File: config.mk
export PLATFORM = sky130hd
export DESIGN_NAME = ubr_rate_gen
export DESIGN_NICKNAME = d
export VERILOG_FILES = /design/src/inc/ubr_pkg.sv /design/src/inc/ubr_tick_if.sv /design/src/rtl/ubr_rate_gen.sv /design/src/rtl/ubr_bit_div.sv
export SDC_FILE = /design/constraint.sdc
export NUM_CORES = 1
export LEC_CHECK = 0
export ABC_CLOCK_PERIOD_IN_PS = 2770
export BUFFER_PORTS_ARGS = -buffer_cell sky130_fd_sc_hd__buf_2
export CAP_MARGIN = 40
export CORE_MARGIN = 5
export CORE_UTILIZATION = 56
export DETAILED_ROUTE_END_ITERATION = 8
export PLACE_DENSITY_LB_ADDON = 0.25
export SKIP_LAST_GASP = 1
export SYNTH_ARGS = -nofsm -noshare
export SYNTH_HDL_FRONTEND = slang
export SYNTH_SLANG_ARGS = --single-unit
export TNS_END_PERCENT = 100
File: constraint.sdc
create_clock -name ref_clk -period 2.77 [get_ports ref_clk]
set_input_delay 0.554 -clock ref_clk [delete_from_list [all_inputs] [get_ports ref_clk]]
set_output_delay 0.554 -clock ref_clk [all_outputs]
set_load 0.02 [all_outputs]
File: src/inc/ubr_pkg.sv
/*
  Constants for the serial rate generator: control register layout,
  reset values, divider figures.
  Assumes a single core clock domain and an active-low async reset.
*/
package ubr_pkg;

  // ---------------------------------------------------------------
  // control register layout
  // ---------------------------------------------------------------
  localparam int          CTRL_EN_BIT    = 7;       // dedicated timer enable
  localparam int          CTRL_DIV_MSB   = 2;       // prescale field msb
  localparam int          CTRL_DIV_LSB   = 0;       // prescale field lsb
  localparam logic [7:0]  CTRL_WR_MASK   = 8'h87;   // bits 6..3 reserved
  localparam logic [7:0]  CTRL_RESET     = 8'h00;
  localparam logic [7:0]  FRAC_RESET     = 8'h00;

  // ---------------------------------------------------------------
  // divider figures
  // ---------------------------------------------------------------
  localparam int          SAMPLES_PER_BIT = 16;     // ticks per bit
  localparam logic [8:0]  FRAC_BASE      = 9'h040;  // added to fraction
  localparam logic [8:0]  FRAC_STEP      = 9'h020;  // accumulator step
  localparam logic [15:0] T2_TOP         = 16'hFFFF; // timer 2 overflow

  typedef logic [2:0] ubr_div_t;

endpackage : ubr_pkg

File: src/inc/ubr_tick_if.sv
/*
  Carrier between the rate generator and its per-direction bit divider.
  Assumes both ends sit on the same core clock.
*/
interface ubr_tick_if;
  logic sample_tick;   // one pulse per 1/16 bit
  logic bit_tick;      // one pulse per bit

  modport src (output sample_tick, input  bit_tick);
  modport div (input  sample_tick, output bit_tick);
endinterface : ubr_tick_if

File: src/rtl/ubr_rate_gen.sv
/*
  Serial port rate generator for the variable-rate modes: timer 1
  overflow, timer 2 in baud mode, or the dedicated prescaled timer.
  Assumes timer 1 runs outside and hands in its overflow as a pulse,
  and that control bits from other registers arrive as levels.
*/
//
// Function
// - timer1 rate: overflow times doubler over 32
// - timer1 accepted in any mode or source
// - doubler clear: auto-reload timer1 gives fcore/(384*(256-reload))
// - timer2 needs sixteen overflows per bit
// - timer2 counts every two core clocks
// - either select bit enables timer2 baud mode
// - transmit and receive sources chosen independently
// - timer2 rate fcore/(32*(65536-reload))
// - dedicated enable overrides doubler and selects
// - enable clear: conventional timer1/timer2 rates
// - prescale field divides by two-to-the-code
// - dedicated timer replaces timer1 and timer2
// - dedicated rate 2fcore/(div*(fraction+64))
//
module ubr_rate_gen (
  // clock and reset
  input  wire logic       ref_clk,
  input  wire logic       resetn,
  // register writes and read-back
  input  wire logic       ctrl_wr,
  input  wire logic       frac_wr,
  input  wire logic [7:0] wdata,
  output logic      [7:0] rate_timer_control,
  output logic      [7:0] fractional_rate_value,
  // conventional rate controls
  input  wire logic       rate_doubler_bit,
  input  wire logic       transmit_rate_from_timer2,
  input  wire logic       receive_rate_from_timer2,
  input  wire logic       timer2_run,
  input  wire logic [7:0] timer2_reload_high,
  input  wire logic [7:0] timer2_reload_low,
  input  wire logic       timer1_overflow,
  // timer 2 state
  output logic            timer2_overflow,
  output logic [15:0]     timer2_count,
  // ticks to the shift logic
  output logic            tx_sample_tick,
  output logic            tx_bit_tick,
  output logic            rx_sample_tick,
  output logic            rx_bit_tick
);
  import ubr_pkg::*;

  // ---------------------------------------------------------------
  // state
  // ---------------------------------------------------------------
  typedef struct packed {
    logic [7:0]  ctrl;       // dedicated timer control
    logic [7:0]  frac;       // fractional rate value
    logic        t1_half;    // halves timer1 overflows
    logic        t2_phase;   // timer2 two-cycle prescale
    logic [15:0] t2_cnt;     // timer2 counter
    logic        t2_ov;      // timer2 overflow pulse
    logic [6:0]  pre_cnt;    // dedicated binary prescaler
    logic [8:0]  acc;        // dedicated fractional accumulator
    logic        tx_tick;    // transmit sample tick
    logic        rx_tick;    // receive sample tick
  } ubr_state_t;

  ubr_state_t st_reg;
  ubr_state_t st_next;

  // ---------------------------------------------------------------
  // decoded controls
  // ---------------------------------------------------------------
  logic       ded_en;
  ubr_div_t   div_code;
  logic [6:0] pre_top;
  logic [8:0] modulus;
  logic [8:0] acc_sum;
  logic       t2_mode;
  logic       tx_from_t2;
  logic       rx_from_t2;
  logic       t1_tick;
  logic       t2_tick;
  logic       ded_tick;
  logic       pre_tick;

  // control fields, enable overrides the conventional selects
  always_comb begin
    ded_en     = st_reg.ctrl[CTRL_EN_BIT];
    div_code   = st_reg.ctrl[CTRL_DIV_MSB:CTRL_DIV_LSB];
    pre_top    = 7'((8'h01 << div_code) - 8'h01);
    modulus    = 9'(st_reg.frac) + FRAC_BASE;
    acc_sum    = st_reg.acc + FRAC_STEP;
    t2_mode    = !ded_en && (transmit_rate_from_timer2 ||
                             receive_rate_from_timer2);
    tx_from_t2 = !ded_en && transmit_rate_from_timer2;
    rx_from_t2 = !ded_en && receive_rate_from_timer2;
    // at or past the top, so lowering the code never waits for a wrap
    pre_tick   = ded_en && (st_reg.pre_cnt >= pre_top);
  end

  // ---------------------------------------------------------------
  // next state
  // ---------------------------------------------------------------
  always_comb begin
    st_next       = st_reg;
    st_next.t2_ov = 1'b0;
    t1_tick       = 1'b0;
    t2_tick       = 1'b0;
    ded_tick      = 1'b0;

    // register writes, reserved bits dropped
    if (ctrl_wr) begin
      st_next.ctrl = wdata & CTRL_WR_MASK;
    end
    if (frac_wr) begin
      st_next.frac = wdata;
    end

    // timer1 path: any timer1 mode; halved unless doubler set
    if (timer1_overflow && !ded_en) begin
      if (rate_doubler_bit) begin
        t1_tick = 1'b1;
      end else begin
        st_next.t1_half = !st_reg.t1_half;
        t1_tick         = st_reg.t1_half;
      end
    end

    // timer2 baud mode: one count per two core clocks
    if (t2_mode && timer2_run) begin
      st_next.t2_phase = !st_reg.t2_phase;
      if (st_reg.t2_phase) begin
        if (st_reg.t2_cnt == T2_TOP) begin
          st_next.t2_cnt = {timer2_reload_high,
                            timer2_reload_low};
          st_next.t2_ov  = 1'b1;
        end else begin
          st_next.t2_cnt = st_reg.t2_cnt + 16'h0001;
        end
      end
    end else begin
      st_next.t2_phase = 1'b0;
    end
    t2_tick = st_reg.t2_ov;

    // dedicated timer: binary prescale then fractional accumulator
    if (ded_en) begin
      if (pre_tick) begin
        st_next.pre_cnt = 7'h00;
        if (acc_sum >= modulus) begin
          st_next.acc = acc_sum - modulus;
          ded_tick    = 1'b1;
        end else begin
          st_next.acc = acc_sum;
        end
      end else begin
        st_next.pre_cnt = st_reg.pre_cnt + 7'h01;
      end
    end else begin
      st_next.pre_cnt = 7'h00;
      st_next.acc     = 9'h000;
    end

    // per-direction source selection
    if (ded_en) begin
      st_next.tx_tick = ded_tick;
      st_next.rx_tick = ded_tick;
    end else begin
      st_next.tx_tick = tx_from_t2 ? t2_tick : t1_tick;
      st_next.rx_tick = rx_from_t2 ? t2_tick : t1_tick;
    end
  end

  // ---------------------------------------------------------------
  // state register
  // ---------------------------------------------------------------
  always_ff @(posedge ref_clk or negedge resetn) begin
    if (!resetn) begin
      st_reg      <= '0;
      st_reg.ctrl <= CTRL_RESET;
      st_reg.frac <= FRAC_RESET;
      st_reg.t2_cnt <= T2_TOP;   // first baud cycle reloads at once
    end else begin
      st_reg <= st_next;
    end
  end

  // ---------------------------------------------------------------
  // sixteen sample ticks make one bit
  // ---------------------------------------------------------------
  ubr_tick_if tx_if ();
  ubr_tick_if rx_if ();

  assign tx_if.sample_tick = st_reg.tx_tick;
  assign rx_if.sample_tick = st_reg.rx_tick;

  // transmit bit divider
  ubr_bit_div #(
    .RATIO   (SAMPLES_PER_BIT)
  ) u_tx_div (
    .ref_clk (ref_clk),
    .resetn  (resetn),
    .tick    (tx_if.div)
  );

  // receive bit divider
  ubr_bit_div #(
    .RATIO   (SAMPLES_PER_BIT)
  ) u_rx_div (
    .ref_clk (ref_clk),
    .resetn  (resetn),
    .tick    (rx_if.div)
  );

  // ---------------------------------------------------------------
  // outputs, all from flip-flops
  // ---------------------------------------------------------------
  assign rate_timer_control    = st_reg.ctrl;
  assign fractional_rate_value = st_reg.frac;
  assign timer2_overflow       = st_reg.t2_ov;
  assign timer2_count          = st_reg.t2_cnt;
  assign tx_sample_tick        = st_reg.tx_tick;
  assign rx_sample_tick        = st_reg.rx_tick;
  assign tx_bit_tick           = tx_if.bit_tick;
  assign rx_bit_tick           = rx_if.bit_tick;

endmodule : ubr_rate_gen

File: src/rtl/ubr_bit_div.sv
/*
  Divides the sample tick of one direction down to the bit tick.
  Assumes sample_tick is a one-cycle pulse from a flip-flop.
*/
module ubr_bit_div #(
  parameter int RATIO = ubr_pkg::SAMPLES_PER_BIT
) (
  // clock and reset
  input wire logic ref_clk,
  input wire logic resetn,
  // tick carrier
  ubr_tick_if.div  tick
);
  import ubr_pkg::*;

  localparam int CW = $clog2(RATIO);

  typedef struct packed {
    logic [CW-1:0] cnt;
    logic          bit_tick;
  } ubr_div_state_t;

  ubr_div_state_t st_reg;
  ubr_div_state_t st_next;

  // -------------------------------------------------------------
  // count sample ticks, pulse once per RATIO of them
  // -------------------------------------------------------------
  always_comb begin
    st_next          = st_reg;
    st_next.bit_tick = 1'b0;
    if (tick.sample_tick) begin
      if (st_reg.cnt == CW'(RATIO - 1)) begin
        st_next.cnt      = '0;
        st_next.bit_tick = 1'b1;
      end else begin
        st_next.cnt = st_reg.cnt + CW'(1);
      end
    end
  end

  // state register
  always_ff @(posedge ref_clk or negedge resetn) begin
    if (!resetn) begin
      st_reg <= '0;
    end else begin
      st_reg <= st_next;
    end
  end

  assign tick.bit_tick = st_reg.bit_tick;

endmodule : ubr_bit_div

==> run_results.csv <==
group,metric,value,unit
global_routing,grt_antenna_before_repair,0,
layout,diodes,0,
layout,syn2layout_area_growth,10.4,%
floorplan,start_util,0.578,
worst_setup_path,crit_path_end_kind,"flop",
clock_network,holdBufCountCts,0,
sta,skew,6.36,ps
sta,fin_setup_tns,0,ps
pwr,p_leak,1.88,nW
layout,finalNonFillerCells,510,
worst_setup_path,reg2regPathDepth,8,
clock_network,clkLatencyLatePin,340,ps
layout,nNetsFinal,484,
sta,drv_slew,0,
synthesis,yosysMostFrequentCell,"dfrtp_1",
synthesis,synth.top_cells.by_count,"dfrtp_1, nand2_1, buf_4",
synthesis,synthArstFlopShare,1.00,
detailed_routing,drt_iter0_drc,104,
sta,grt_setup_unrepaired,"false",
detailed_routing,wl,7.65,mm
worst_setup_path,worst_r2r_endpoint,"st_reg[8]$_DFFE_PN0P_",
clock_network,tritoncts,"yes",
sta,report.final.hold_viol_count,0,
layout,largest_reg_flops,18,
clock_network,htree_levels,3,
detailed_routing,via_count,2857,
floorplan,pin_count,70,
worst_setup_path,start_kind,"flop",
synthesis,ys_seq_area_frac,0.408,
placement,numPortBuffers,65,
global_routing,grt_pass1_vias,2916,
placement,dpl-instance-area,3870,um^2
synthesis,synth_top_area_cell,"dfrtp_1",
synthesis,syn_area_per_cell,9.58,um^2
clock_network,clockRootBuffer,"clkbuf_8",
clock_network,cts_made_buffers,9,
job,maxCapViolations,0,
worst_setup_path,r2r_slack,370,ps
clock_network,cts_setup_buffers,0,
worst_setup_path,r2r-start,"rate_timer_control[1]$_DFFE_PN0P_",
clock_network,clock-sinks,59,
global_routing,grt_overflow,0,
synthesis,synth_edf_count,0,
sta,worst_pin_slew,572,ps
placement,gp_congestion,0.866,
synthesis,synth_cell_types,56,
clock_network,post_cts_resize_count,0,
global_routing,grt_usage,0.192,
placement,pre_cts_slack,403,ps
detailed_routing,ant_nets,0,
worst_hold_path,holdCritPathClass,"in -> async",
floorplan,fp-row-count,29,
outcome,outcome,"completed",
detailed_routing,avgRoutedWirePerCell,15.0,um
floorplan,coreArea,6350,um^2
detailed_routing,via_per_inst,5.60,
layout,stdcell_area,4050,um^2
detailed_routing,dr.pass1.iters,5,
sta,finalSetupViolCount,0,
floorplan,die_h,91.0,um
sta,whs,203,ps
global_routing,grt_max_degree,38,
synthesis,synthCells,383,
synthesis,ys_ff_latch,59,
worst_setup_path,critical_path_class,"reg -> reg",
synthesis,ys.flop_type,"dfrtp_1",
synthesis,synth_area,3670,um^2
pwr,total_power,2.38,mW
sta,fmax,417,MHz
pwr,vdd_drop_max,0.346,mV
sta,min_period,2400,ps
sta,fin_ws,372,ps
sta,slew_headroom,0.619,
worst_setup_path,arrival,2630,ps
synthesis,ys_warn_count,0,
global_routing,grt_pass1_wl,13.3,mm
synthesis,synth_area_leaders,"dfrtp_1, dfstp_2, ha_1",
layout,final_util,0.638,
layout,drive_above_1_share,0.282,
floorplan,die_w,91.0,um
clock_network,max-clock-path-buffers,2,
worst_setup_path,crit_required,3000,ps
detailed_routing,drc,0,
floorplan,die-area,8270,um^2
placement,placedCellCount,494,
synthesis,synth_top_area_frac,0.293,
placement,dpl.hpwl,5.70,mm
worst_setup_path,crit_fanout,11,
pwr,power_density,587,nW/um^2
clock_network,cts.clk_slew.worst_paths,70,ps
sta,finalCritPeriodShare,0.866,
[worst max-delay path, cell delays in order (launching register included)]
cell	delay, ps
dfrtp_1	450
or3_1	400
ha_1	280
nand2b_1	150
a31oi_1	190
o21a_1	290
a21oi_2	50
buf_4	200
a2111oi_2	290
[worst max path at each step]
stage	start	endpoint	slack, ps	depth (start not counted)
2_1_floorplan	st_reg[7]$_DFFE_PN0P_	st_reg[8]$_DFFE_PN0P_	580	9
3_3_place_gp	st_reg[7]$_DFFE_PN0P_	st_reg[8]$_DFFE_PN0P_	490	9
3_5_place_dp	rate_timer_control[1]$_DFFE_PN0P_	st_reg[8]$_DFFE_PN0P_	400	8
4_1_cts	rate_timer_control[1]$_DFFE_PN0P_	st_reg[8]$_DFFE_PN0P_	380	8
5_1_grt	rate_timer_control[1]$_DFFE_PN0P_	st_reg[8]$_DFFE_PN0P_	210	8
6_report	rate_timer_control[1]$_DFFE_PN0P_	st_reg[8]$_DFFE_PN0P_	370	8
[routing by layer]
metal,track usage,up-vias,wire (um)
met4,0.0636,0,119
met1,0.242,1357,3440
met3,0.0529,13,374
met5,0,-,0
li1,-,1416,-
met2,0.319,71,3720
[cell usage in the layout, fill, tap and decap left out, types with 4 or more instances in the layout]
| cell type | Yosys | layout |
|---|---|---|
| a21oi_1 | 26 | 26 |
| nand3_1 | 11 | 11 |
| dfstp_2 | 16 | 16 |
| o21a_1 | 4 | 4 |
| a31oi_1 | 6 | 6 |
| o21ai_1 | 6 | 6 |
| nor3_1 | 6 | 6 |
| mux2_2 | 9 | 9 |
| buf_2 | 1 | 65 |
| inv_1 | 17 | 17 |
| nor2b_1 | 4 | 4 |
| clkbuf_8 | 0 | 9 |
| conb_1 | 1 | 4 |
| ha_1 | 22 | 22 |
| a211oi_1 | 4 | 4 |
| nor2_1 | 29 | 29 |
| xor2_1 | 5 | 5 |
| dfrtp_1 | 43 | 43 |
| clkinv_2 | 0 | 4 |
| nand2_1 | 34 | 34 |
| o21ai_0 | 24 | 24 |
| nand4_1 | 8 | 8 |
| xnor2_1 | 11 | 11 |
| mux2i_1 | 11 | 11 |
| buf_4 | 33 | 6 |
| and3_1 | 5 | 5 |
[cell type report]
class                   instances  area (um^2)
repair buffers                 72          390
clock inverters                 6         57.6
multi-input cells             269         1820
fillers                       545         2300
flip-flops and latches         59         1500
well taps                      77         96.3
clock buffers                  10          128
inverters                      17         63.8
[where the power goes]
group          switching (mW)  total, mW  internal, mW  leakage [nW]
combinational           0.295      0.522         0.227          1.06
clock                   0.345      0.754         0.409        0.0958
sequential              0.121       1.10         0.982         0.726
total                   0.761       2.38          1.62          1.88
[cells by family (layout without fill, tap and decap cells)]
logic type,after synthesis,count (layout),synth area share
simple gates,112,112,0.155
compound gates,94,94,0.161
flops,59,59,0.408
buf+inv,58,105,0.0996
fa+ha+maj,23,23,0.0805
mux,20,20,0.0576
xor+xnor,16,16,0.0382
other cells,1,4,0.00102
Power figures use the tool's default switching activity.
